--- src/verilog/lpmc_pkg.sv ---
package lpmc_pkg;
   // Peripheral index positions in the enable vectors
   localparam int unsigned LPMC_P_CORE  = 0;
   localparam int unsigned LPMC_P_RAM   = 1;
   localparam int unsigned LPMC_P_FLASH = 2;
   localparam int unsigned LPMC_P_EDGE  = 3;
   localparam int unsigned LPMC_P_ADC   = 4;
   localparam int unsigned LPMC_P_WDOG  = 5;
   localparam int unsigned LPMC_P_PIT   = 6;
   localparam int unsigned LPMC_P_SPI   = 7;
   localparam int unsigned LPMC_P_SCI   = 8;
   localparam int unsigned LPMC_P_TIM   = 9;
   localparam int unsigned LPMC_P_CLK   = 10;
   localparam int unsigned LPMC_NPER    = 11;

   // Instruction codes presented on the mode request port
   localparam logic [1:0] LPMC_INS_WAIT = 2'h1;
   localparam logic [1:0] LPMC_INS_DOZE = 2'h2;
   localparam logic [1:0] LPMC_INS_STOP = 2'h3;

   // Flash recovery clocks before system clocks return from stop
   localparam logic [4:0] LPMC_FLASH_WAKE_CYC = 5'h10;

   localparam logic [LPMC_NPER-1:0] LPMC_ALL_ON = 11'h7ff;

   typedef enum logic [5:0] {
      LPMC_RUN   = 6'h01,
      LPMC_WAIT  = 6'h02,
      LPMC_DOZE  = 6'h04,
      LPMC_STOP  = 6'h08,
      LPMC_FWAKE = 6'h10,
      LPMC_DEBUG = 6'h20
   } lpmc_state_t;
endpackage : lpmc_pkg

--- src/verilog/lpmc_ctrl.sv ---
`timescale 1ns/1ps
// Low-power mode controller: sequences run, wait, doze, stop and debug
module lpmc_ctrl import lpmc_pkg::*; (
   input  wire logic                 clk,
   input  wire logic                 srst,
   // Core side
   input  wire logic                 lp_ins_valid,
   input  wire logic [1:0]           lp_ins_code,
   input  wire logic                 fast_irq_req,
   input  wire logic                 norm_irq_req,
   input  wire logic                 fast_irq_enable,
   input  wire logic                 irq_enable_bit,
   input  wire logic                 exception_enable_bit,
   output logic                      core_wake_irq,
   output logic                      core_wake_fast,
   // Reset sources
   input  wire logic                 rst_logic_req,
   input  wire logic                 clk_mod_rst_req,
   input  wire logic                 wdog_rst_req,
   input  wire logic                 wdog_running,
   // Peripheral interrupt sources (edge, adc, pit, spi, sci, tim)
   input  wire logic                 edge_irq,
   input  wire logic                 edge_level_irq,
   input  wire logic                 adc_irq,
   input  wire logic                 pit_irq,
   input  wire logic                 spi_irq,
   input  wire logic                 sci_irq,
   input  wire logic                 tim_irq,
   // Per-peripheral software disables and programmable-mode bits
   input  wire logic [LPMC_NPER-1:0] periph_disable,
   input  wire logic                 wdog_run_wait,
   input  wire logic                 wdog_run_doze,
   input  wire logic                 pit_run_doze,
   input  wire logic                 spi_run_doze,
   input  wire logic                 sci_run_doze,
   input  wire logic                 clk_run_stop,
   // Debug entry: port request already clean from the test clock domain; pin synchronised here
   input  wire logic                 debug_port_req,
   input  wire logic                 debug_request_pin_n,
   input  wire logic                 debug_exit,
   // Outputs to peripheral clock gates, plus reset-wake flag and mode
   output logic [LPMC_NPER-1:0]      periph_clk_en,
   output logic                      flash_clk_en,
   output logic                      edge_level_only,
   output logic                      sys_reset_wake,
   output logic [5:0]                lp_state
);
   lpmc_state_t state_q;
   lpmc_state_t state_d;
   lpmc_state_t saved_q;
   logic [4:0]  fcnt_q;
   logic        dbg_pin_raw;
   logic        dbg_pin_act;
   logic        dbg_req;
   logic        rst_wake;
   logic        irq_wake;
   logic        fast_ok;
   logic        norm_ok;
   logic        stop_m;
   logic        doze_m;
   logic        wait_m;
   logic [LPMC_NPER-1:0] en_d;
   logic [LPMC_NPER-1:0] en_q;
   logic        wake_irq_q;
   logic        wake_fast_q;
   logic        rst_wake_q;

   // Inverted ahead of the chain so its reset value is the pin's idle level;
   // a low reset value on the raw pin would read as a debug request after reset
   assign dbg_pin_raw = ~debug_request_pin_n;

   // Debug pin comes from outside; debug port request was crossed in its own domain
   lpmc_sync #(.W(1)) u_dbg_sync (
      .clk  (clk),
      .srst (srst),
      .din  (dbg_pin_raw),
      .dout (dbg_pin_act)
   );

   // Debug port runs on test clock elsewhere; only its entry request lands here
   assign dbg_req = debug_port_req | dbg_pin_act;

   assign stop_m = (state_q == LPMC_STOP);
   assign doze_m = (state_q == LPMC_DOZE);
   assign wait_m = (state_q == LPMC_WAIT);

   // Reset wakeup; watchdog counts only while running and not frozen in stop
   assign rst_wake = rst_logic_req | clk_mod_rst_req
                   | (wdog_rst_req & wdog_running & ~stop_m);

   // Interrupt wakeup qualified by status-word enables
   assign fast_ok = fast_irq_req & fast_irq_enable;
   assign norm_ok = norm_irq_req & irq_enable_bit & exception_enable_bit;

   // In stop only level-detected edge port interrupts reach the core
   assign irq_wake = (fast_ok | norm_ok)
                   & (stop_m ? edge_level_irq
                             : (edge_irq | adc_irq | pit_irq | spi_irq | sci_irq
                                | tim_irq));

   // Mode sequencing
   always_comb begin
      state_d = state_q;
      unique case (state_q)
         LPMC_RUN: begin
            if (dbg_req) begin
               state_d = LPMC_DEBUG;
            end else if (lp_ins_valid) begin
               unique case (lp_ins_code)
                  LPMC_INS_WAIT: state_d = LPMC_WAIT;
                  LPMC_INS_DOZE: state_d = LPMC_DOZE;
                  LPMC_INS_STOP: state_d = LPMC_STOP;
                  default:       state_d = LPMC_RUN; // Code zero is no instruction
               endcase
            end
         end
         LPMC_WAIT, LPMC_DOZE: begin
            if (dbg_req) begin
               state_d = LPMC_DEBUG;
            end else if (rst_wake || irq_wake) begin
               state_d = LPMC_RUN;
            end
         end
         LPMC_STOP: begin
            if (dbg_req) begin
               state_d = LPMC_DEBUG;
            end else if (rst_wake || irq_wake) begin
               state_d = LPMC_FWAKE;
            end
         end
         LPMC_FWAKE: begin
            if (fcnt_q == LPMC_FLASH_WAKE_CYC - 5'h01) begin
               state_d = LPMC_RUN;
            end
         end
         LPMC_DEBUG: begin
            if (debug_exit && !dbg_req) begin
               state_d = saved_q;
            end
         end
         default: state_d = LPMC_RUN;
      endcase
   end

   always_ff @(posedge clk) begin
      if (srst) begin
         state_q <= LPMC_RUN;
      end else begin
         state_q <= state_d;
      end
   end

   // Mode held across debug; peripheral settings are untouched so changes stay
   always_ff @(posedge clk) begin
      if (srst) begin
         saved_q <= LPMC_RUN;
      end else if (state_d == LPMC_DEBUG && state_q != LPMC_DEBUG) begin
         saved_q <= (state_q == LPMC_FWAKE) ? LPMC_RUN : state_q;
      end
   end

   // Flash recovery counter
   always_ff @(posedge clk) begin
      if (srst) begin
         fcnt_q <= '0;
      end else if (state_q == LPMC_FWAKE) begin
         fcnt_q <= fcnt_q + 5'h01;
      end else begin
         fcnt_q <= '0;
      end
   end

   // Peripheral enable table per mode
   always_comb begin
      en_d = LPMC_ALL_ON;
      unique case (state_q)
         LPMC_RUN, LPMC_DEBUG: begin
            en_d = LPMC_ALL_ON;
         end
         LPMC_WAIT: begin
            en_d[LPMC_P_CORE]  = 1'b0;
            en_d[LPMC_P_RAM]   = 1'b0;
            en_d[LPMC_P_FLASH] = 1'b0;
            en_d[LPMC_P_WDOG]  = wdog_run_wait;
         end
         LPMC_DOZE: begin
            en_d[LPMC_P_CORE]  = 1'b0;
            en_d[LPMC_P_RAM]   = 1'b0;
            en_d[LPMC_P_FLASH] = 1'b0;
            en_d[LPMC_P_WDOG]  = wdog_run_doze;
            en_d[LPMC_P_PIT]   = pit_run_doze;
            en_d[LPMC_P_SPI]   = spi_run_doze;
            en_d[LPMC_P_SCI]   = sci_run_doze;
         end
         LPMC_STOP, LPMC_FWAKE: begin
            en_d = '0;
            en_d[LPMC_P_CLK] = clk_run_stop;
            // Registered flash enable bridges the cycle in which recovery ends
            en_d[LPMC_P_FLASH] = (state_q == LPMC_FWAKE);
         end
         default: en_d = LPMC_ALL_ON;
      endcase
      en_d = en_d & ~periph_disable;
   end

   // Registered outputs; the core gates its own idle units per cycle
   always_ff @(posedge clk) begin
      if (srst) begin
         en_q        <= LPMC_ALL_ON;
         wake_irq_q  <= 1'b0;
         wake_fast_q <= 1'b0;
         rst_wake_q  <= 1'b0;
      end else begin
         en_q        <= en_d;
         wake_irq_q  <= (wait_m || doze_m || stop_m) && !dbg_req && !rst_wake
                        && irq_wake;
         wake_fast_q <= fast_ok;
         rst_wake_q  <= (wait_m || doze_m || stop_m) && rst_wake;
      end
   end

   assign periph_clk_en   = en_q;
   assign flash_clk_en    = en_q[LPMC_P_FLASH] | (state_q == LPMC_FWAKE);
   assign edge_level_only = ~en_q[LPMC_P_EDGE];
   assign core_wake_irq   = wake_irq_q;
   assign core_wake_fast  = wake_fast_q & wake_irq_q;
   assign sys_reset_wake  = rst_wake_q;
   assign lp_state        = state_q;
endmodule : lpmc_ctrl

--- src/verilog/lpmc_sync.sv ---
`timescale 1ns/1ps
// Three-stage synchroniser: a change counts when stages two and three agree
module lpmc_sync import lpmc_pkg::*; #(
   parameter int unsigned W = 1
) (
   input  wire logic         clk,
   input  wire logic         srst,
   input  wire logic [W-1:0] din,
   output logic [W-1:0]      dout
);
   logic [W-1:0] s1_q;
   logic [W-1:0] s2_q;
   logic [W-1:0] s3_q;
   logic [W-1:0] dout_q;

   // Chain; stage one feeds stage two only
   always_ff @(posedge clk) begin
      if (srst) begin
         s1_q   <= '0;
         s2_q   <= '0;
         s3_q   <= '0;
         dout_q <= '0;
      end else begin
         s1_q <= din;
         s2_q <= s1_q;
         s3_q <= s2_q;
         for (int i = 0; i < W; i++) begin
            if (s2_q[i] == s3_q[i]) begin
               dout_q[i] <= s3_q[i]; // Filters one-cycle glitches
            end
         end
      end
   end

   assign dout = dout_q;
endmodule : lpmc_sync
--- config.mk ---
export PLATFORM = sky130hd
export DESIGN_NAME = lpmc_ctrl
export DESIGN_NICKNAME = d
export VERILOG_FILES = /design/src/verilog/lpmc_pkg.sv /design/src/verilog/lpmc_ctrl.sv /design/src/verilog/lpmc_sync.sv
export SDC_FILE = /design/constraint.sdc
export NUM_CORES = 1
export LEC_CHECK = 0
export ABC_CLOCK_PERIOD_IN_PS = 1950
export BUFFER_PORTS_ARGS = -buffer_cell sky130_fd_sc_hd__buf_2
export CAP_MARGIN = 20
export CORE_UTILIZATION = 40
export CTS_CLUSTER_DIAMETER = 80
export DETAILED_ROUTE_END_ITERATION = 7
export PLACE_DENSITY = 0.76
export SETUP_SLACK_MARGIN = 0.02
export SYNTH_ARGS = -nofsm -noshare
export SYNTH_HDL_FRONTEND = slang
export SYNTH_HIERARCHICAL = 1
export SYNTH_SLANG_ARGS = --single-unit
--- constraint.sdc ---
create_clock -name clk -period 1.95 [get_ports clk]
set_input_delay 0 -clock clk [delete_from_list [all_inputs] [get_ports clk]]
set_output_delay 0 -clock clk [all_outputs]
set_load 0.01 [all_outputs]
Yosys cells after proc, flatten, opt, wreduce, memory -nomap -nowiden
Cells that the tools add are included.
{"block": "classes", "n_addsub": 1, "eq_ne": 13, "muxes": 17, "n_bitwise": 23, "reduce_logical": 14}
{"op": "$mux 6", "n": 9}
{"op": "$pmux 6 s5", "n": 1}
{"op": "$eq 6x6->1 const B", "n": 2}
{"op": "$pmux 3 s2", "n": 2}
{"op": "$pmux 4 s3", "n": 1}
{"op": "$and 11x11->11", "n": 1}
{"op": "$not 11->11", "n": 1}
{"op": "$or 1x1->1", "n": 10}
{"op": "$and 1x1->1", "n": 7}
{"op": "$eq 6x1->1 const B", "n": 1}
{"op": "$eq 6x2->1 const B", "n": 1}
{"op": "$eq 6x3->1 const B", "n": 1}
{"op": "$eq 6x4->1 const B", "n": 1}
{"op": "$eq 6x5->1 const B", "n": 1}
{"op": "$logic_and 1x1->1", "n": 6}
{"op": "$ne 6x6->1 const B", "n": 1}
{"op": "$reduce_or 2->1", "n": 3}
{"op": "$add 5x1->5 const B", "n": 1}
{"op": "$eq 5x4->1 const B", "n": 1}
{"op": "$eq 2x2->1 const B", "n": 2}
{"op": "$mux 2", "n": 2}
{"op": "$not 1->1", "n": 4}
{"op": "$logic_or 1x1->1", "n": 3}
{"op": "$pmux 1 s3", "n": 1}
{"op": "other kinds (4)", "n": 5}
{"block": "word_totals", "ff_bits": 35, "in_bits": 41, "out_inout_bits": 22, "word_cells": 79}

Longest topological paths before layout
{"block": "depth", "depth_word": 13, "depth_mapped": 7, "depth_no_buf": 6}

Hierarchy
The synthesis kept the hierarchy.
{"module": "lpmc_ctrl", "instances": 1, "cells_each": 167, "area_per_inst_um2": 1452.6}
{"module": "lpmc_sync", "instances": 1, "cells_each": 10, "area_per_inst_um2": 112.6}

Worst setup path before layout
No wires, ideal clock.
{"block": "synth_path", "kind": "reg-to-reg", "start": "register state_q[2], in the netlist lp_state[2]", "end": "register state_q[0], in the netlist lp_state[0]", "setup_time_ns": 0.134, "arrival_time_ns": 1.686, "required_ns": 1.816, "path_slack_ns": 0.130, "stages_incl_launch_ff": 7, "synth_period_minus_slack_ns": 1.820, "cell_sequence": "dfxtp_1 -> buf_4 -> nand4b_4 -> a311o_1 -> a21oi_2 -> nor4_1 -> or4_1"}
{"block": "synth_via", "elab_chain_len": 8}
{"element": "start: declaration", "line_no": "lpmc_ctrl.sv:48", "rtl": "lpmc_state_t state_q;"}
{"element": "start signal: assignment", "line_no": "lpmc_ctrl.sv:149", "rtl": "state_q <= state_d;"}
{"element": "$eq 6x4->1", "line_no": "lpmc_ctrl.sv:83, lpmc_ctrl.sv:104"}
{"element": "$not 1->1", "line_no": "lpmc_ctrl.sv:89", "rtl": "| (wdog_rst_req & wdog_running & ~stop_m);"}
{"element": "$and 1x1->1", "line_no": "lpmc_ctrl.sv:89"}
{"element": "$or 1x1->1", "line_no": "lpmc_ctrl.sv:89"}
{"element": "$logic_or 1x1->1", "line_no": "lpmc_ctrl.sv:120, lpmc_ctrl.sv:127"}
{"element": "$mux 6 (on tied branches)", "line_no": "lpmc_ctrl.sv:127, lpmc_ctrl.sv:120"}
{"element": "$mux 6 (on tied branches)", "line_no": "lpmc_ctrl.sv:125, lpmc_ctrl.sv:118"}
{"element": "$pmux 6 s5 (*)", "line_no": "lpmc_ctrl.sv:104", "rtl": "unique case (state_q)"}
Every way passes the cells marked *; elsewhere a longest branch is shown, timed or not.
A chain may end at the register's enable or synchronous reset.

Worst setup path in the final report
{"block": "layout_path", "start": "register state_q[1], in the netlist lp_state[1]", "end": "register state_q[1], in the netlist lp_state[1]"}
The elaborated chain is that of the path after synthesis.

==> results_dict.tcl <==
set metrics [dict create \
    status "finished, final reports clean" \
    cp_cell_sequence "buf_4 -> nand4b_1 -> or3_4 -> o32a_1 -> a21oi_1" \
    grt_use_total_pct 22.0 \
    hold_path_class "in2reg" \
    synthesis.area_um2 1570 \
    synth.avg_cell_area_um2 8.84 \
    synth_top_cell_area_share_pct 44.8 \
    fp.dieW_um 64.6 \
    clock-sinks 35 \
    slew_viol_final 0 \
    fp.dieH_um 64.6 \
    cts.path.max_buffers 2 \
    ant_nets 0 \
    routed-via-count 1592 \
    detail_route.wl_per_cell_um 13.3 \
    crit_type "reg2reg" \
    area_growth_pct 47.5 \
    path_delay_family "simple AND/OR/NAND/NOR gates" \
    drc 0 \
    wirelength_um 4260 \
    antenna_found_initial 0 \
    max_freq_ghz 0.540 \
    ys_warn_count 6 \
    floorplan.initialDensity_pct 42.1 \
    peakVddDrop_mv 0.498 \
    ys_seq_elements 35 \
    drive_gt1_share_pct 36.4 \
    tightest_slew_ns 0.291 \
    p_per_area_nw_per_um2 761 \
    crit_buf_inv 1 \
    wl_met2_um 2080 \
    highest_layer "met4" \
    met1Wirelength_um 1920 \
    gp_congestion 0.868 \
    grt_pass1_wl_um 6870 \
    netlist_instances 177 \
    synth_nets 220 \
    async_flop_share_pct 0 \
    synth_largest_area_cell "dfxtp_1" \
    fin_crit_sh_pct 95.0 \
    crit_path_end_kind "flip-flop" \
    synth_common_cells "35 x dfxtp_1, 22 x nor2_1, 12 x nand2_1" \
    arrival_ns 2.06 \
    slowest_stage "or3_4" \
    io_pins 63 \
    dieArea_um2 4170 \
    core_area_um2 3720 \
    grt_overflow_total 0 \
    cap_violations 0 \
    cts_tree "built" \
    clk_latency_ns 0.28 \
    critPathRequiredTime_ns 2.16 \
    numCtsBuffers 5 \
    dr_wl_met3_um 195 \
    io_buffer_count 62 \
    grt_max_degree 15 \
    h-tree-depth 2 \
    n_antenna_cell 0 \
    num_rows 22 \
    cp-start-kind "flip-flop" \
    clock-root-buffer "clkbuf_8" \
    synth_most_common_cell "dfxtp_1" \
    slew_headroom_pct 80.4 \
    p_leak_nw 1.06 \
    skew_ns 0.00549 \
    dp_hpwl_um 3120 \
    drtIter0Drc 82 \
    final_util_pct 62.1 \
    post-route-min-period_ns 1.85 \
    slowest_delay_ns 0.42 \
    rsz0062_at_grt "false" \
    synth.area.top_cells "dfxtp_1 45%, nor2_1 5.3%, mux2i_1 3.8%, a21oi_1 2.9%, nand2_1 2.9%" \
    setup_viol 0 \
    grt_pass1_vias 1511 \
    cp_max_fo 5 \
    n_fill_cell 336 \
    synth_edf_count 0 \
    nets 315 \
    first_pass_iters 4 \
    clkTransAtPathRegs_ns 0.07 \
    finalHoldViolations 0 \
    yosysUniqueCellTypes 46 \
    setup_tns_ns 0 \
    synth_flop_cell "dfxtp_1" \
    viasPerCell 4.98 \
    ys_seq_area_share_pct 44.8 \
]
==> timing repair <==
item	4_1_cts	5_1_grt
setup buffers	0	1
resized for setup	0	7
setup endpoints to repair	0	8
endpoints found under the hold margin	14	0
hold buffers	15	0
==> cells in the final DEF, fill, tap and decap left out, types with 3 or more instances in the layout <==
| cell type | count |
|---|---|
| and3_1 | 3 |
| and2_1 | 3 |
| inv_1 | 9 |
| buf_4 | 17 |
| nor2_4 | 3 |
| a21oi_1 | 9 |
| nor4_1 | 5 |
| buf_2 | 62 |
| clkbuf_8 | 5 |
| nand2b_1 | 4 |
| nand3_1 | 6 |
| nor2_1 | 22 |
| nand2_1 | 12 |
| dlygate4sd3_1 | 15 |
| mux2i_1 | 6 |
| dfxtp_1 | 32 |
| o31ai_1 | 3 |
| o21bai_1 | 3 |
| dfxtp_2 | 3 |
| xor2_1 | 3 |
| nor2b_1 | 3 |
| nor3_2 | 3 |
| o21ai_0 | 8 |
==> cell families after synthesis <==
| kind of cell | share of synthesized area [%] |
|---|---|
| adder cells (fa/ha/maj) | 1.60 |
| XOR/XNOR | 2.24 |
| multiplexers | 3.84 |
| buffers and inverters | 4.16 |
| AO/OA/AOI/OAI | 17.7 |
| flip-flops | 44.8 |
| AND/OR/NAND/NOR | 25.7 |
==> worst reg2reg max path, stage by stage (launching register included) <==
cell      delay (ns)
dfxtp_1         0.38
buf_4           0.19
nand4b_1        0.30
or3_4           0.42
o32a_1          0.35
a21oi_1         0.14
==> power by group <==
part | leakage (nW) | total [mW] | internal, mW | switching (mW)
combinational | 0.725 | 0.366 | 0.190 | 0.176
sequential | 0.287 | 0.777 | 0.745 | 0.0321
clock | 0.0513 | 0.615 | 0.374 | 0.241
==> registers in the layout (all words and copies together), names as in the netlist <==
signal / flops
u_dbg_sync/dout: 1
sys_reset_wake: 1
u_dbg_sync/s1_q: 1
periph_clk_en: 11
fcnt_q: 5
wake_fast_q: 1
core_wake_irq: 1
u_dbg_sync/s2_q: 1
lp_state: 6
saved_q: 6
u_dbg_sync/s3_q: 1
==> stage by stage <==
| step | total power [mW] | cells | hold WS, ns | cell area, um2 | setup slack [ns] |
|---|---|---|---|---|---|
| 2_1_floorplan | 0.948 | 177 | 0.0691 | 1570 | 0.130 |
| 3_3_place_gp | 1.10 | 297 | 0.192 | 2020 | 0.0937 |
| 3_5_place_dp | 1.11 | 297 | 0.189 | 2020 | 0.0576 |
| 4_1_cts | 1.74 | 319 | 0.00708 | 2280 | 0.0448 |
| 5_1_grt | 1.84 | 320 | 0.00930 | 2310 | 0.0322 |
| 6_report | 1.76 | 320 | 0.0132 | 2310 | 0.0968 |
==> path summary, 6_finish.rpt <==
kind	start	end	slack, ns	depth (start not counted)
worst max-delay path	lp_state[1]	lp_state[1]	0.1	5
worst min-delay path	sci_run_doze	periph_clk_en[8]	0.01	3
worst max register to register	lp_state[1]	lp_state[1]	0.1	5
worst min register to register	u_dbg_sync/s1_q	u_dbg_sync/s2_q	0.44	1
==> final cells by class <==
type                       instances  area (um2)  share of cell area (%)
clock buffer                       6        72.6                    3.14
clock inverter                     1        30.0                    1.30
inverter                           9        33.8                    1.46
multi-input combinational        127         820                    35.5
sequential                        35         704                    30.5
tap                               48        60.1                    2.60
timing repair buffer              94         588                    25.5
==> metal layers <==
metal / global-route usage, % / up-vias
met5: 0 / -
met4: 9.17 / 0
met3: 5.63 / 9
met2: 37.6 / 54
met1: 26.1 / 706
li1: - / 823
Note: power is estimated with default switching activity, not from simulation.
